[src/nsrcfg_pkg.sv]
package nsrcfg_pkg;

  // ----------------------------------------------------------------
  // Register map
  // ----------------------------------------------------------------
  localparam logic [7:0] NSRCFG_ADDR_SIG_LOW = 8'h24;
  localparam logic [7:0] NSRCFG_ADDR_SIG_HIGH = 8'h25;
  localparam logic [7:0] NSRCFG_ADDR_SYNC_CTRL = 8'h3a;
  localparam logic [7:0] NSRCFG_ADDR_NSR_CTRL = 8'h3c;
  localparam logic [7:0] NSRCFG_ADDR_NSR_TUNE = 8'h3e;

  // ----------------------------------------------------------------
  // Reset values
  // ----------------------------------------------------------------
  localparam logic [7:0] NSRCFG_RST_SYNC_CTRL = 8'h00;
  localparam logic [7:0] NSRCFG_RST_NSR_CTRL = 8'h00;
  localparam logic [5:0] NSRCFG_RST_NSR_TUNE = 6'h1c;

  // ----------------------------------------------------------------
  // Field positions and codes
  // ----------------------------------------------------------------
  localparam int NSRCFG_BIT_MASTER_SYNC = 0;
  localparam int NSRCFG_BIT_DIV_SYNC = 1;
  localparam int NSRCFG_BIT_NSR_ENABLE = 0;
  localparam int NSRCFG_BIT_PIN_OVERRIDE = 4;
  localparam int NSRCFG_BW_LSB = 1;
  localparam int NSRCFG_BW_MSB = 3;
  localparam logic [2:0] NSRCFG_BW_NARROW = 3'h0;
  localparam logic [2:0] NSRCFG_BW_WIDE = 3'h1;
  localparam logic [5:0] NSRCFG_TUNE_COUNT_NARROW = 6'h39;
  localparam logic [5:0] NSRCFG_TUNE_COUNT_WIDE = 6'h22;

  // Register write/read request from the serial port front end.
  typedef struct packed {
    logic       wr;
    logic       rd;
    logic [7:0] addr;
    logic [7:0] wdata;
  } nsrcfg_req_t;

  // Per-channel requantizer settings.
  typedef struct packed {
    logic       active;
    logic       narrow;
    logic       wide;
    logic       tune_valid;
    logic [5:0] tune;
  } nsrcfg_chan_t;

endpackage : nsrcfg_pkg

[src/nsrcfg_regs.sv]
`timescale 1ns/1ps

// What this block does
// - Divider sync enable gates sync pulse to divider.
// - Both sync bits set gives continuous resync.
// - Master sync enable required for any sync.
// - Override bit picks pin or register enable.
// - Local writes reach only selected channels.
// - Bandwidth code 000 selects narrow mode.
// - Bandwidth code 001 selects wide mode.
// - Register control: enable bit turns requantizer on.
// - Enable bit ignored while override bit cleared.
// - Six-bit tuning word, reset value 0x1C.
// - Valid tuning words: 57 narrow, 34 wide.
// - Each tuning step moves band half percent.
module nsrcfg_regs
  import nsrcfg_pkg::*;
#(
  parameter int NUM_CH = 2
)
(
  // Clock, reset and enable.
  input wire logic i_clk_sys,
  input wire logic i_srst,
  input wire logic i_ce,
  // Register access from the serial port front end.
  input wire nsrcfg_req_t i_req,
  input wire logic [NUM_CH-1:0] i_chan_sel,
  output logic [7:0] o_rdata,
  output logic o_rvalid,
  // Self-test signature, one per channel.
  input wire logic [NUM_CH*16-1:0] i_signature,
  // External pins.
  input wire logic i_sync_pin,
  input wire logic [NUM_CH-1:0] i_mode_pin,
  // Outputs to the datapath and clock divider.
  output logic o_div_sync,
  output logic o_sync_powered,
  output nsrcfg_chan_t [NUM_CH-1:0] o_chan
);

  // ----------------------------------------------------------------
  // Elaboration checks
  // ----------------------------------------------------------------
  if (NUM_CH < 1 || NUM_CH > 8)
  begin : g_bad_ch
    $error("NUM_CH must be between 1 and 8.");
  end

  // ----------------------------------------------------------------
  // Pin synchronisers
  // ----------------------------------------------------------------
  logic sync_m_q, sync_m_d, sync_s_q, sync_s_d, sync_p_q, sync_p_d;
  logic [NUM_CH-1:0] mode_m_q, mode_m_d, mode_s_q, mode_s_d;

  // Second stage is the only reader of the first stage.
  always_comb
  begin
    sync_m_d = i_sync_pin;
    sync_s_d = sync_m_q;
    sync_p_d = sync_s_q;
    mode_m_d = i_mode_pin;
    mode_s_d = mode_m_q;
  end

  always_ff @(posedge i_clk_sys)
  begin
    if (i_srst)
    begin
      sync_m_q <= 1'b0;
      sync_s_q <= 1'b0;
      sync_p_q <= 1'b0;
      mode_m_q <= '0;
      mode_s_q <= '0;
    end
    else if (i_ce)
    begin
      sync_m_q <= sync_m_d;
      sync_s_q <= sync_s_d;
      sync_p_q <= sync_p_d;
      mode_m_q <= mode_m_d;
      mode_s_q <= mode_s_d;
    end
  end

  // ----------------------------------------------------------------
  // Register storage
  // ----------------------------------------------------------------
  logic [7:0] sync_ctrl_q, sync_ctrl_d;
  logic [NUM_CH-1:0][7:0] nsr_ctrl_q, nsr_ctrl_d;
  logic [NUM_CH-1:0][5:0] nsr_tune_q, nsr_tune_d;

  // Writes; signature addresses have no write path at all.
  always_comb
  begin
    sync_ctrl_d = sync_ctrl_q;
    nsr_ctrl_d = nsr_ctrl_q;
    nsr_tune_d = nsr_tune_q;
    if (i_req.wr)
    begin
      if (i_req.addr == NSRCFG_ADDR_SYNC_CTRL)
      begin
        sync_ctrl_d = {6'h00, i_req.wdata[NSRCFG_BIT_DIV_SYNC:0]};
      end
      for (int c = 0; c < NUM_CH; c++)
      begin
        if (i_chan_sel[c])
        begin
          if (i_req.addr == NSRCFG_ADDR_NSR_CTRL)
          begin
            nsr_ctrl_d[c] = {3'h0, i_req.wdata[NSRCFG_BIT_PIN_OVERRIDE:0]};
          end
          if (i_req.addr == NSRCFG_ADDR_NSR_TUNE)
          begin
            nsr_tune_d[c] = i_req.wdata[5:0];
          end
        end
      end
    end
  end

  always_ff @(posedge i_clk_sys)
  begin
    if (i_srst)
    begin
      sync_ctrl_q <= NSRCFG_RST_SYNC_CTRL;
      for (int c = 0; c < NUM_CH; c++)
      begin
        nsr_ctrl_q[c] <= NSRCFG_RST_NSR_CTRL;
        nsr_tune_q[c] <= NSRCFG_RST_NSR_TUNE;
      end
    end
    else if (i_ce)
    begin
      sync_ctrl_q <= sync_ctrl_d;
      nsr_ctrl_q <= nsr_ctrl_d;
      nsr_tune_q <= nsr_tune_d;
    end
  end

  // ----------------------------------------------------------------
  // Read-back
  // ----------------------------------------------------------------
  logic [7:0] rdata_q, rdata_d;
  logic rvalid_q, rvalid_d;
  logic [2:0] rd_ch;

  // Local reads return the lowest selected channel.
  always_comb
  begin
    rd_ch = '0;
    for (int c = NUM_CH - 1; c >= 0; c--)
    begin
      if (i_chan_sel[c])
      begin
        rd_ch = c[2:0];
      end
    end
    rvalid_d = i_req.rd;
    rdata_d = rdata_q;
    if (i_req.rd)
    begin
      case (i_req.addr)
        NSRCFG_ADDR_SIG_LOW: rdata_d = i_signature[rd_ch*16 +: 8];
        NSRCFG_ADDR_SIG_HIGH: rdata_d = i_signature[rd_ch*16+8 +: 8];
        NSRCFG_ADDR_SYNC_CTRL: rdata_d = sync_ctrl_q;
        NSRCFG_ADDR_NSR_CTRL: rdata_d = nsr_ctrl_q[rd_ch];
        NSRCFG_ADDR_NSR_TUNE: rdata_d = {2'h0, nsr_tune_q[rd_ch]};
        default: rdata_d = 8'h00;
      endcase
    end
  end

  always_ff @(posedge i_clk_sys)
  begin
    if (i_srst)
    begin
      rdata_q <= 8'h00;
      rvalid_q <= 1'b0;
    end
    else if (i_ce)
    begin
      rdata_q <= rdata_d;
      rvalid_q <= rvalid_d;
    end
  end

  assign o_rdata = rdata_q;
  assign o_rvalid = rvalid_q;

  // ----------------------------------------------------------------
  // Sync gating
  // ----------------------------------------------------------------
  logic div_sync_q, div_sync_d, sync_pwr_q, sync_pwr_d;

  // Rising sync edge passes only with both enables set, every time.
  always_comb
  begin
    sync_pwr_d = sync_ctrl_q[NSRCFG_BIT_MASTER_SYNC];
    div_sync_d = sync_s_q && !sync_p_q
                 && sync_ctrl_q[NSRCFG_BIT_MASTER_SYNC]
                 && sync_ctrl_q[NSRCFG_BIT_DIV_SYNC];
  end

  always_ff @(posedge i_clk_sys)
  begin
    if (i_srst)
    begin
      div_sync_q <= 1'b0;
      sync_pwr_q <= 1'b0;
    end
    else if (i_ce)
    begin
      div_sync_q <= div_sync_d;
      sync_pwr_q <= sync_pwr_d;
    end
  end

  assign o_div_sync = div_sync_q;
  assign o_sync_powered = sync_pwr_q;

  // ----------------------------------------------------------------
  // Requantizer channel controls
  // ----------------------------------------------------------------
  nsrcfg_chan_t [NUM_CH-1:0] chan_q, chan_d;

  always_comb
  begin
    for (int c = 0; c < NUM_CH; c++)
    begin
      logic [2:0] bw;
      bw = nsr_ctrl_q[c][NSRCFG_BW_MSB:NSRCFG_BW_LSB];
      // Pin decides unless override set; enable bit ignored otherwise.
      chan_d[c].active = nsr_ctrl_q[c][NSRCFG_BIT_PIN_OVERRIDE]
                         ? nsr_ctrl_q[c][NSRCFG_BIT_NSR_ENABLE]
                         : mode_s_q[c];
      chan_d[c].narrow = (bw == NSRCFG_BW_NARROW);
      chan_d[c].wide = (bw == NSRCFG_BW_WIDE);
      // Tuning word counts half-percent steps of the sample rate.
      chan_d[c].tune = nsr_tune_q[c];
      chan_d[c].tune_valid = ((bw == NSRCFG_BW_NARROW) && (nsr_tune_q[c] < NSRCFG_TUNE_COUNT_NARROW))
                             || ((bw == NSRCFG_BW_WIDE) && (nsr_tune_q[c] < NSRCFG_TUNE_COUNT_WIDE));
    end
  end

  always_ff @(posedge i_clk_sys)
  begin
    if (i_srst)
    begin
      chan_q <= '0;
    end
    else if (i_ce)
    begin
      chan_q <= chan_d;
    end
  end

  assign o_chan = chan_q;

endmodule : nsrcfg_regs

[config.mk]
export PLATFORM = sky130hd
export DESIGN_NAME = nsrcfg_regs
export DESIGN_NICKNAME = d
export VERILOG_FILES = /design/src/nsrcfg_pkg.sv /design/src/nsrcfg_regs.sv
export SDC_FILE = /design/constraint.sdc
export NUM_CORES = 1
export LEC_CHECK = 0
export BUFFER_PORTS_ARGS = -buffer_cell sky130_fd_sc_hd__buf_2
export CAP_MARGIN = 5
export CORE_ASPECT_RATIO = 1.75
export CORE_UTILIZATION = 45
export DETAILED_ROUTE_END_ITERATION = 7
export GPL_TIMING_DRIVEN = 0
export PLACE_DENSITY_LB_ADDON = 0.15
export SETUP_SLACK_MARGIN = 0.1
export SYNTH_ARGS = -nofsm -noshare
export SYNTH_HDL_FRONTEND = slang
export SYNTH_SLANG_ARGS = --single-unit
[constraint.sdc]
create_clock -name i_clk_sys -period 2.2 [get_ports i_clk_sys]
set_input_delay 0.11 -clock i_clk_sys [delete_from_list [all_inputs] [get_ports i_clk_sys]]
set_output_delay 0.11 -clock i_clk_sys [all_outputs]
set_load 0.01 [all_outputs]
==> impl_results.md, run 1 <==
* Status: complete, no violations
* # DRC at 0
* Top delay family on crit path: buffers and inverters
* FMAX at 0.605 GHz
* Fraction of registers with async set/reset at 0%
* Crit-path cells: dlygate4sd3_1 -> buf_2 -> nand2_1 -> clkbuf_1 -> nor3_1 -> a22oi_1 -> a21oi_1
* N_diodes at 0
* Input/output buffers at between 80 and 90
* TNS Setup at 0 ns
* Slew @ Worst Pin at 0.674 ns
* Pre-CTS WS at a little under 0.6 ns
* CTS sink cnt at 62
* VDD IR-drop max at 0.529 mV
* Final non-filler cell area at ~3600 um2
* Sw power at 576 uW
* Synth top area share at 43.7%
* Worst setup skew after layout at 0.00523 ns
* Commonest cells in the netlist: dfxtp_1 (62), nor2_1 (57), mux2i_1 (47)
* Yosys reg bits at 62
* Final hold vios at 0
* Clk pin slew, worst setup/hold paths at 0.07 ns
* Routed via count at 2463
* Setup violation total in the final timing report at 0
* Netlist Area Pre-Place at about 2800 um2
* Crit path capture type: flop
* Top FF cell, synth: dfxtp_1
* Synthesized Nets at 332
* Via/cell ratio at 5.43
* Max-cap viol count at 0
* FF-to-FF path depth at 4
* P per Cell Area at 699 nW/um2
* Critical path class: in -> reg
* Worst path required time at ~2.5 ns
* P_int at 1930 uW
* Layout area overhead at 26.1%
* Core footprint at 6130 um2
* Reg-to-Reg Start: chan_d[11]
* Setup crit start: i_req[16]
* Setup ws final at 0.546 ns
* Nets@finish at 427
* DP Area at 3360 um2
* Max-slew violations at 0
* CP peak stage delay at 0.52 ns
* CP Buf/Inv Count at 3
* Maximum clock insertion buffer count at 2
* Placed cell count at 437
* H-tree levels at 3
* CTS root buf: clkbuf_8
* Die extent in y at approximately 110 um
* Arr. time, crit path at ~1.9 ns
* Most used routing layer: met2
* TritonCTS buffer count at 9
* Reg-to-Reg End: o_chan[16]
* Die ar. at between 6000 and 7000 um2
* CTS tree: built
* Clock latency on the worst-skew pair at 0.34 ns
* Seq/Total Area, Yosys at 43.7%
* Hold worst-path end: sync_m_q
* CP max FO at 10
* Area leader, netlist: dfxtp_1
* Gr usage total at about a quarter
* Final ANT Viol Nets at 0
* Sequential power share at 46.2%
* First-pass GRT wire length at approximately 12 mm
* Tcrit/Tclk final at 75.2%
* Hold Path Stages at 3
* Syn Inst Count at 274
* Combinational share of power at 9.7%
* Switching share of power at 23.0%
* Post-synth EDFFs at 0
* Routed WL at 7.49 mm
* Gpl congestion at between 0.9 and 1
* Clock power share at between 40% and 50%
* Count leader, synth: dfxtp_1
* Routed len/inst at 16.5 um
* Antenna violations before repair at 0
* Hold crit path type: in -> reg
* Number of distinct library cells after synthesis at 39
* Post-DP HPWL at 5.59 mm
* Vias in the first global route at 2421
* Largest net degree at the start of global routing at 11
* Area contributors post-synth: dfxtp_1 (44%), mux2i_1 (17%), mux4_2 (8.7%)
* Non-Filler Instances at 454
* Syn Area/Cell at 10.4 um2
* Row count at 38
* Fill count at 549
* Slew headroom at ~55%
* Share of post-route cells with drive strength above 1 at about 34%
* Total congestion overflow at 0
* Met1 usage in global routing at 27.1%
* Drt pass-1 iters at 7
* LEAKAGE at 0.00167 uW
* Die X at 62.1 um
* Initial drt markers at 82
* Final Core Density at 58.4%
* GR Layer Usage met3 at 5.07%
* RSZ-0062 raised after global routing: no
* R2r setup slk at approximately 0.77 ns
* CP max stage cell: dlygate4sd3_1
* Synth Warn # at 0
* Hold_sp: i_sync_pin
* Startpoint types: input pin
* Number of I/O pins at just under 90
* Post-route minimum period at 1.65 ns
* Grt met2 use at 44.1%
* Starting density of the core at 46.3%
## per-stage QoR
stage / hold WS (ns) / total power [uW]
after global placement: 0.346 / 1420
after floorplan: 0.226 / 1320
final: 0.00918 / 2500
after CTS: 0.00483 / 2520
after detailed placement: 0.353 / 1420
after global routing: 0.00841 / 2600
## logic make-up after synthesis
kind of cell,share of synthesized area [%]
buffers and inverters,3.43
AND/OR/NAND/NOR,18.8
multiplexers,25.3
AO/OA/AOI/OAI,8.80
flip-flops,43.7
## layout by cell type, fill, tap and decap left out, drive strengths merged, types with 3 or more instances in the layout
master | Yosys | layout
buf | 8 | 91
dfxtp | 62 | 62
nor2 | 58 | 58
mux2i | 47 | 47
clkbuf | 8 | 20
a21oi | 12 | 12
mux4 | 11 | 11
a22oi | 7 | 7
nand2 | 6 | 6
nand3 | 6 | 6
a211o | 6 | 6
nand2b | 6 | 6
nor3 | 6 | 6
o21ai | 6 | 6
inv | 3 | 3
## worst reg2reg max path, stage by stage (launching register included)
cell and delay, ns:
dfxtp_1 0.37, or4_1 0.55, nand3_1 0.11, o2111ai_1 0.15, a21oi_1 0.19
## how the worst max path moves through the flow
stage                       endpoint  slack (ns)  depth (start not counted)
final                     o_rdata[4]        0.55                          7
after global routing      o_rdata[4]        0.39                          7
after CTS                 o_rdata[4]        0.54                          7
after detailed placement  o_chan[16]        0.60                          5
after global placement    o_chan[16]        0.60                          5
after floorplan           o_rdata[7]        0.87                          6
## flip-flops by register name (all words and copies together) (netlist names)
register        count
o_rvalid            1
o_chan             20
sync_p_d            1
chan_d             12
o_sync_powered      1
sync_p_q            1
sync_m_q            1
mode_m_q            2
mode_s_q            2
o_div_sync          1
sync_ctrl_q         2
nsr_ctrl_q         10
o_rdata             8
## cell type report
type	instances	area, um2	area share [%]
Buffer	16	86.3	2.41
Clock buffer	12	145	4.05
Clock inverter	4	70.1	1.96
Inverter	3	11.3	0.314
Multi-Input combinational cell	193	1500	42.0
Sequential cell	62	1240	34.6
Tap cell	80	100	2.79
Timing Repair Buffer	84	425	11.9
## power groups by stage
stage | clock, uW | combinational, uW | sequential, uW
3_3_place_gp | 0 | 238 | 1180
2_1_floorplan | 0 | 128 | 1190
3_5_place_dp | 0 | 242 | 1180
4_1_cts | 1120 | 245 | 1160
6_report | 1100 | 244 | 1160
5_1_grt | 1170 | 265 | 1160
## repair_timing
action	CTS	global route
buffers inserted	0	0
hold endpoints to repair	1	0
resized for setup	0	0
hold buffers	1	0
## layer usage
layer / share of wire, % / routed length, um / up-vias
met4: 3.1 / 232 / 0
met3: 5.4 / 401 / 16
met5: 0 / 0 / -
li1: - / - / 1183
met1: 38 / 2830 / 1167
met2: 54 / 4030 / 97
No activity file was read; power rests on OpenSTA's default activity.
==> run 2, diff against run 1 <==
==> constraint.sdc (replaced) <==
create_clock -name i_clk_sys -period 1.6 [get_ports i_clk_sys]
set_input_delay 0.08 -clock i_clk_sys [delete_from_list [all_inputs] [get_ports i_clk_sys]]
set_output_delay 0.08 -clock i_clk_sys [all_outputs]
set_load 0.01 [all_outputs]
==> impl_results.md, run 2 (synthesized netlist as in run 1, its figures left out) <==
* Status: complete, no violations (unchanged)
* Die X at 62.1 um (unchanged)
* Worst path required time at 1.88 ns (was 2.47 ns)
* Combinational share of power at 9.9% (was 9.7%)
* CTS tree: built (unchanged)
* Max-cap viol count at 0 (unchanged)
* Final ANT Viol Nets at 0 (unchanged)
* CTS sink cnt at 62 (unchanged)
* Tcrit/Tclk final at 84.9%
* Worst setup skew after layout at 0.00543 ns (was 0.00523 ns)
* Most frequent cells in the layout: buf_2 (86), dfxtp_1 (61), nor2_1 (57) (was buf_2 (86), dfxtp_1 (62), nor2_1 (57))
* Clock latency on the worst-skew pair at 0.34 ns (about the same)
* Routed WL at 7.52 mm (was 7.49 mm)
* Critical path class: reg -> reg (was in -> reg)
* Share of post-route cells with drive strength above 1 at 33.6% (was 33.7%)
* Total congestion overflow at 0 (unchanged)
* Row count at 38 (unchanged)
* P per Cell Area at 953 nW/um2 (was 699 nW/um2)
* Nets@finish at 431 (was 427)
* Max-slew violations at 0 (unchanged)
* Final hold vios at 0 (unchanged)
* Most common cell after layout, fill and taps aside: buf_2 (unchanged)
* Via/cell ratio at 5.41 (was 5.43)
* CTS root buf: clkbuf_8 (unchanged)
* Gpl congestion at 0.918 (unchanged)
* Initial drt markers at 100 (was 82)
* Total power at 3450 uW (was 2500 uW)
* Placed cell count at 437 (unchanged)
* H-tree levels at 3 (unchanged)
* Largest register FFs at 20 (unchanged)
* RSZ-0062 raised after global routing: no (unchanged)
* Sequential power share at 46.1% (was 46.2%)
* Fill count at 546 (was 549)
* Crit path capture type: flop (unchanged)
* Routed via count at 2477 (was 2463)
* LEAKAGE at 0.00168 uW (was 0.00167 uW)
* Startpoint types: flop (was input pin)
* TritonCTS buffer count at 9 (unchanged)
* # DRC at 0 (unchanged)
* Hold crit path type: in -> reg (unchanged)
* Die ar. at 6650 um2 (unchanged)
* Sw power at 798 uW (was 576 uW)
* TNS Setup at 0 ns (unchanged)
* Clk pin slew, worst setup/hold paths at 0.07 ns (about the same)
* Non-Filler Instances at 458 (was 454)
* First-pass GRT wire length at 11.9 mm (was 11.8 mm)
* Clock power share at 44.0% (was 44.1%)
* Core footprint at 6130 um2 (unchanged)
* Switching share of power at 23.1% (was 23.0%)
* Input/output buffers at 83 (unchanged)
* Gr usage total at 25.3% (was 25.2%)
* Arr. time, crit path at 1.63 ns (was 1.92 ns)
* CP max FO at 5 (was 10)
* Starting density of the core at 46.3% (unchanged)
* Vias in the first global route at 2447 (was 2421)
* Maximum clock insertion buffer count at 2 (unchanged)
* Post-DP HPWL at 5.59 mm (unchanged)
* Slew @ Worst Pin at 0.667 ns (was 0.674 ns)
* Number of I/O pins at 89 (unchanged)
* Layout area overhead at 27.5% (was 26.1%)
* FMAX at 0.736 GHz
* Largest net degree at the start of global routing at 11 (unchanged)
* Routed len/inst at 16.4 um (was 16.5 um)
* Antenna violations before repair at 0 (unchanged)
* Setup violation total in the final timing report at 0 (unchanged)
* P_int at 2660 uW (was 1930 uW)
* Post-route minimum period at 1.36 ns
* Register area at 1240 um2 (about the same)
* Final Core Density at 59.1% (was 58.4%)
* Drt pass-1 iters at 4 (was 7)
* Die extent in y at 107 um (unchanged)
* N_diodes at 0 (unchanged)
* VDD IR-drop max at 0.727 mV (was 0.529 mV)
* Multi-input logic area at 1500 um2 (unchanged)
* Postcts setup bufs at 0 (unchanged)
* Slew headroom at 55.5% (was 55.1%)
==> run 2: routing by layer <==
metal | global-route usage, % | up-vias | part of all wire (%)
li1 | - | 1193 | -
met5 | 0 | - | 0
met3 | 5.07 | 16 | 5.2
met2 | 44.7 | 86 | 54
met1 | 27.0 | 1182 | 37
met4 | 12.2 | 0 | 3.2
==> run 2: timing repair <==
item	CTS	global route
hold endpoints to repair	6	0
gates resized for setup	0	1
hold buffers	5	0
endpoints found under the setup margin	0	1
==> run 2: worst max-delay path, stage by stage (launching register included) <==
cell and delay (ns):
dfxtp_2 0.36, or4_1 0.53, nand3_1 0.11, o2111ai_1 0.14, a21oi_1 0.17
==> run 2: cell type report <==
type | instances | share of cell area [%]
plain buffers | 16 | 2.38
clock buffers | 12 | 4.00
clock inverters | 4 | 1.93
inverters | 3 | 0.311
multi-input cells | 193 | 41.5
flip-flops and latches | 62 | 34.3
well taps | 80 | 2.76
repair buffers | 88 | 12.8
==> run 2: final timing paths <==
path	start	end	slack (ns)	cells past startpoint
worst max-delay path	chan_d[11]	o_chan[16]	0.24	4
worst min-delay path	i_req[2]	nsr_ctrl_q[10]	0.01	3
worst max register to register	chan_d[11]	o_chan[16]	0.24	4
worst min register to register	o_rdata[4]	o_rdata[4]	0.45	2
==> run 2: per-stage QoR <==
step	instance area [um2]	hold slack [ns]	setup slack (ns)
6_report	3620	0.0133	0.242
5_1_grt	3620	0.0182	0.105
4_1_cts	3620	0.0142	0.187
3_5_place_dp	3360	0.323	0.0260
3_3_place_gp	3360	0.316	0.0304
2_1_floorplan	2840	0.196	0.304
==> run 2: power groups by stage <==
| stage | Clock, uW | Sequential, uW | Combinational, uW |
|---|---|---|---|
| 2_1_floorplan | 0 | 1630 | 175 |
| 3_3_place_gp | 0 | 1620 | 328 |
| 3_5_place_dp | 0 | 1630 | 333 |
| 4_1_cts | 1540 | 1590 | 344 |
| 5_1_grt | 1610 | 1590 | 373 |
| 6_report | 1520 | 1590 | 343 |
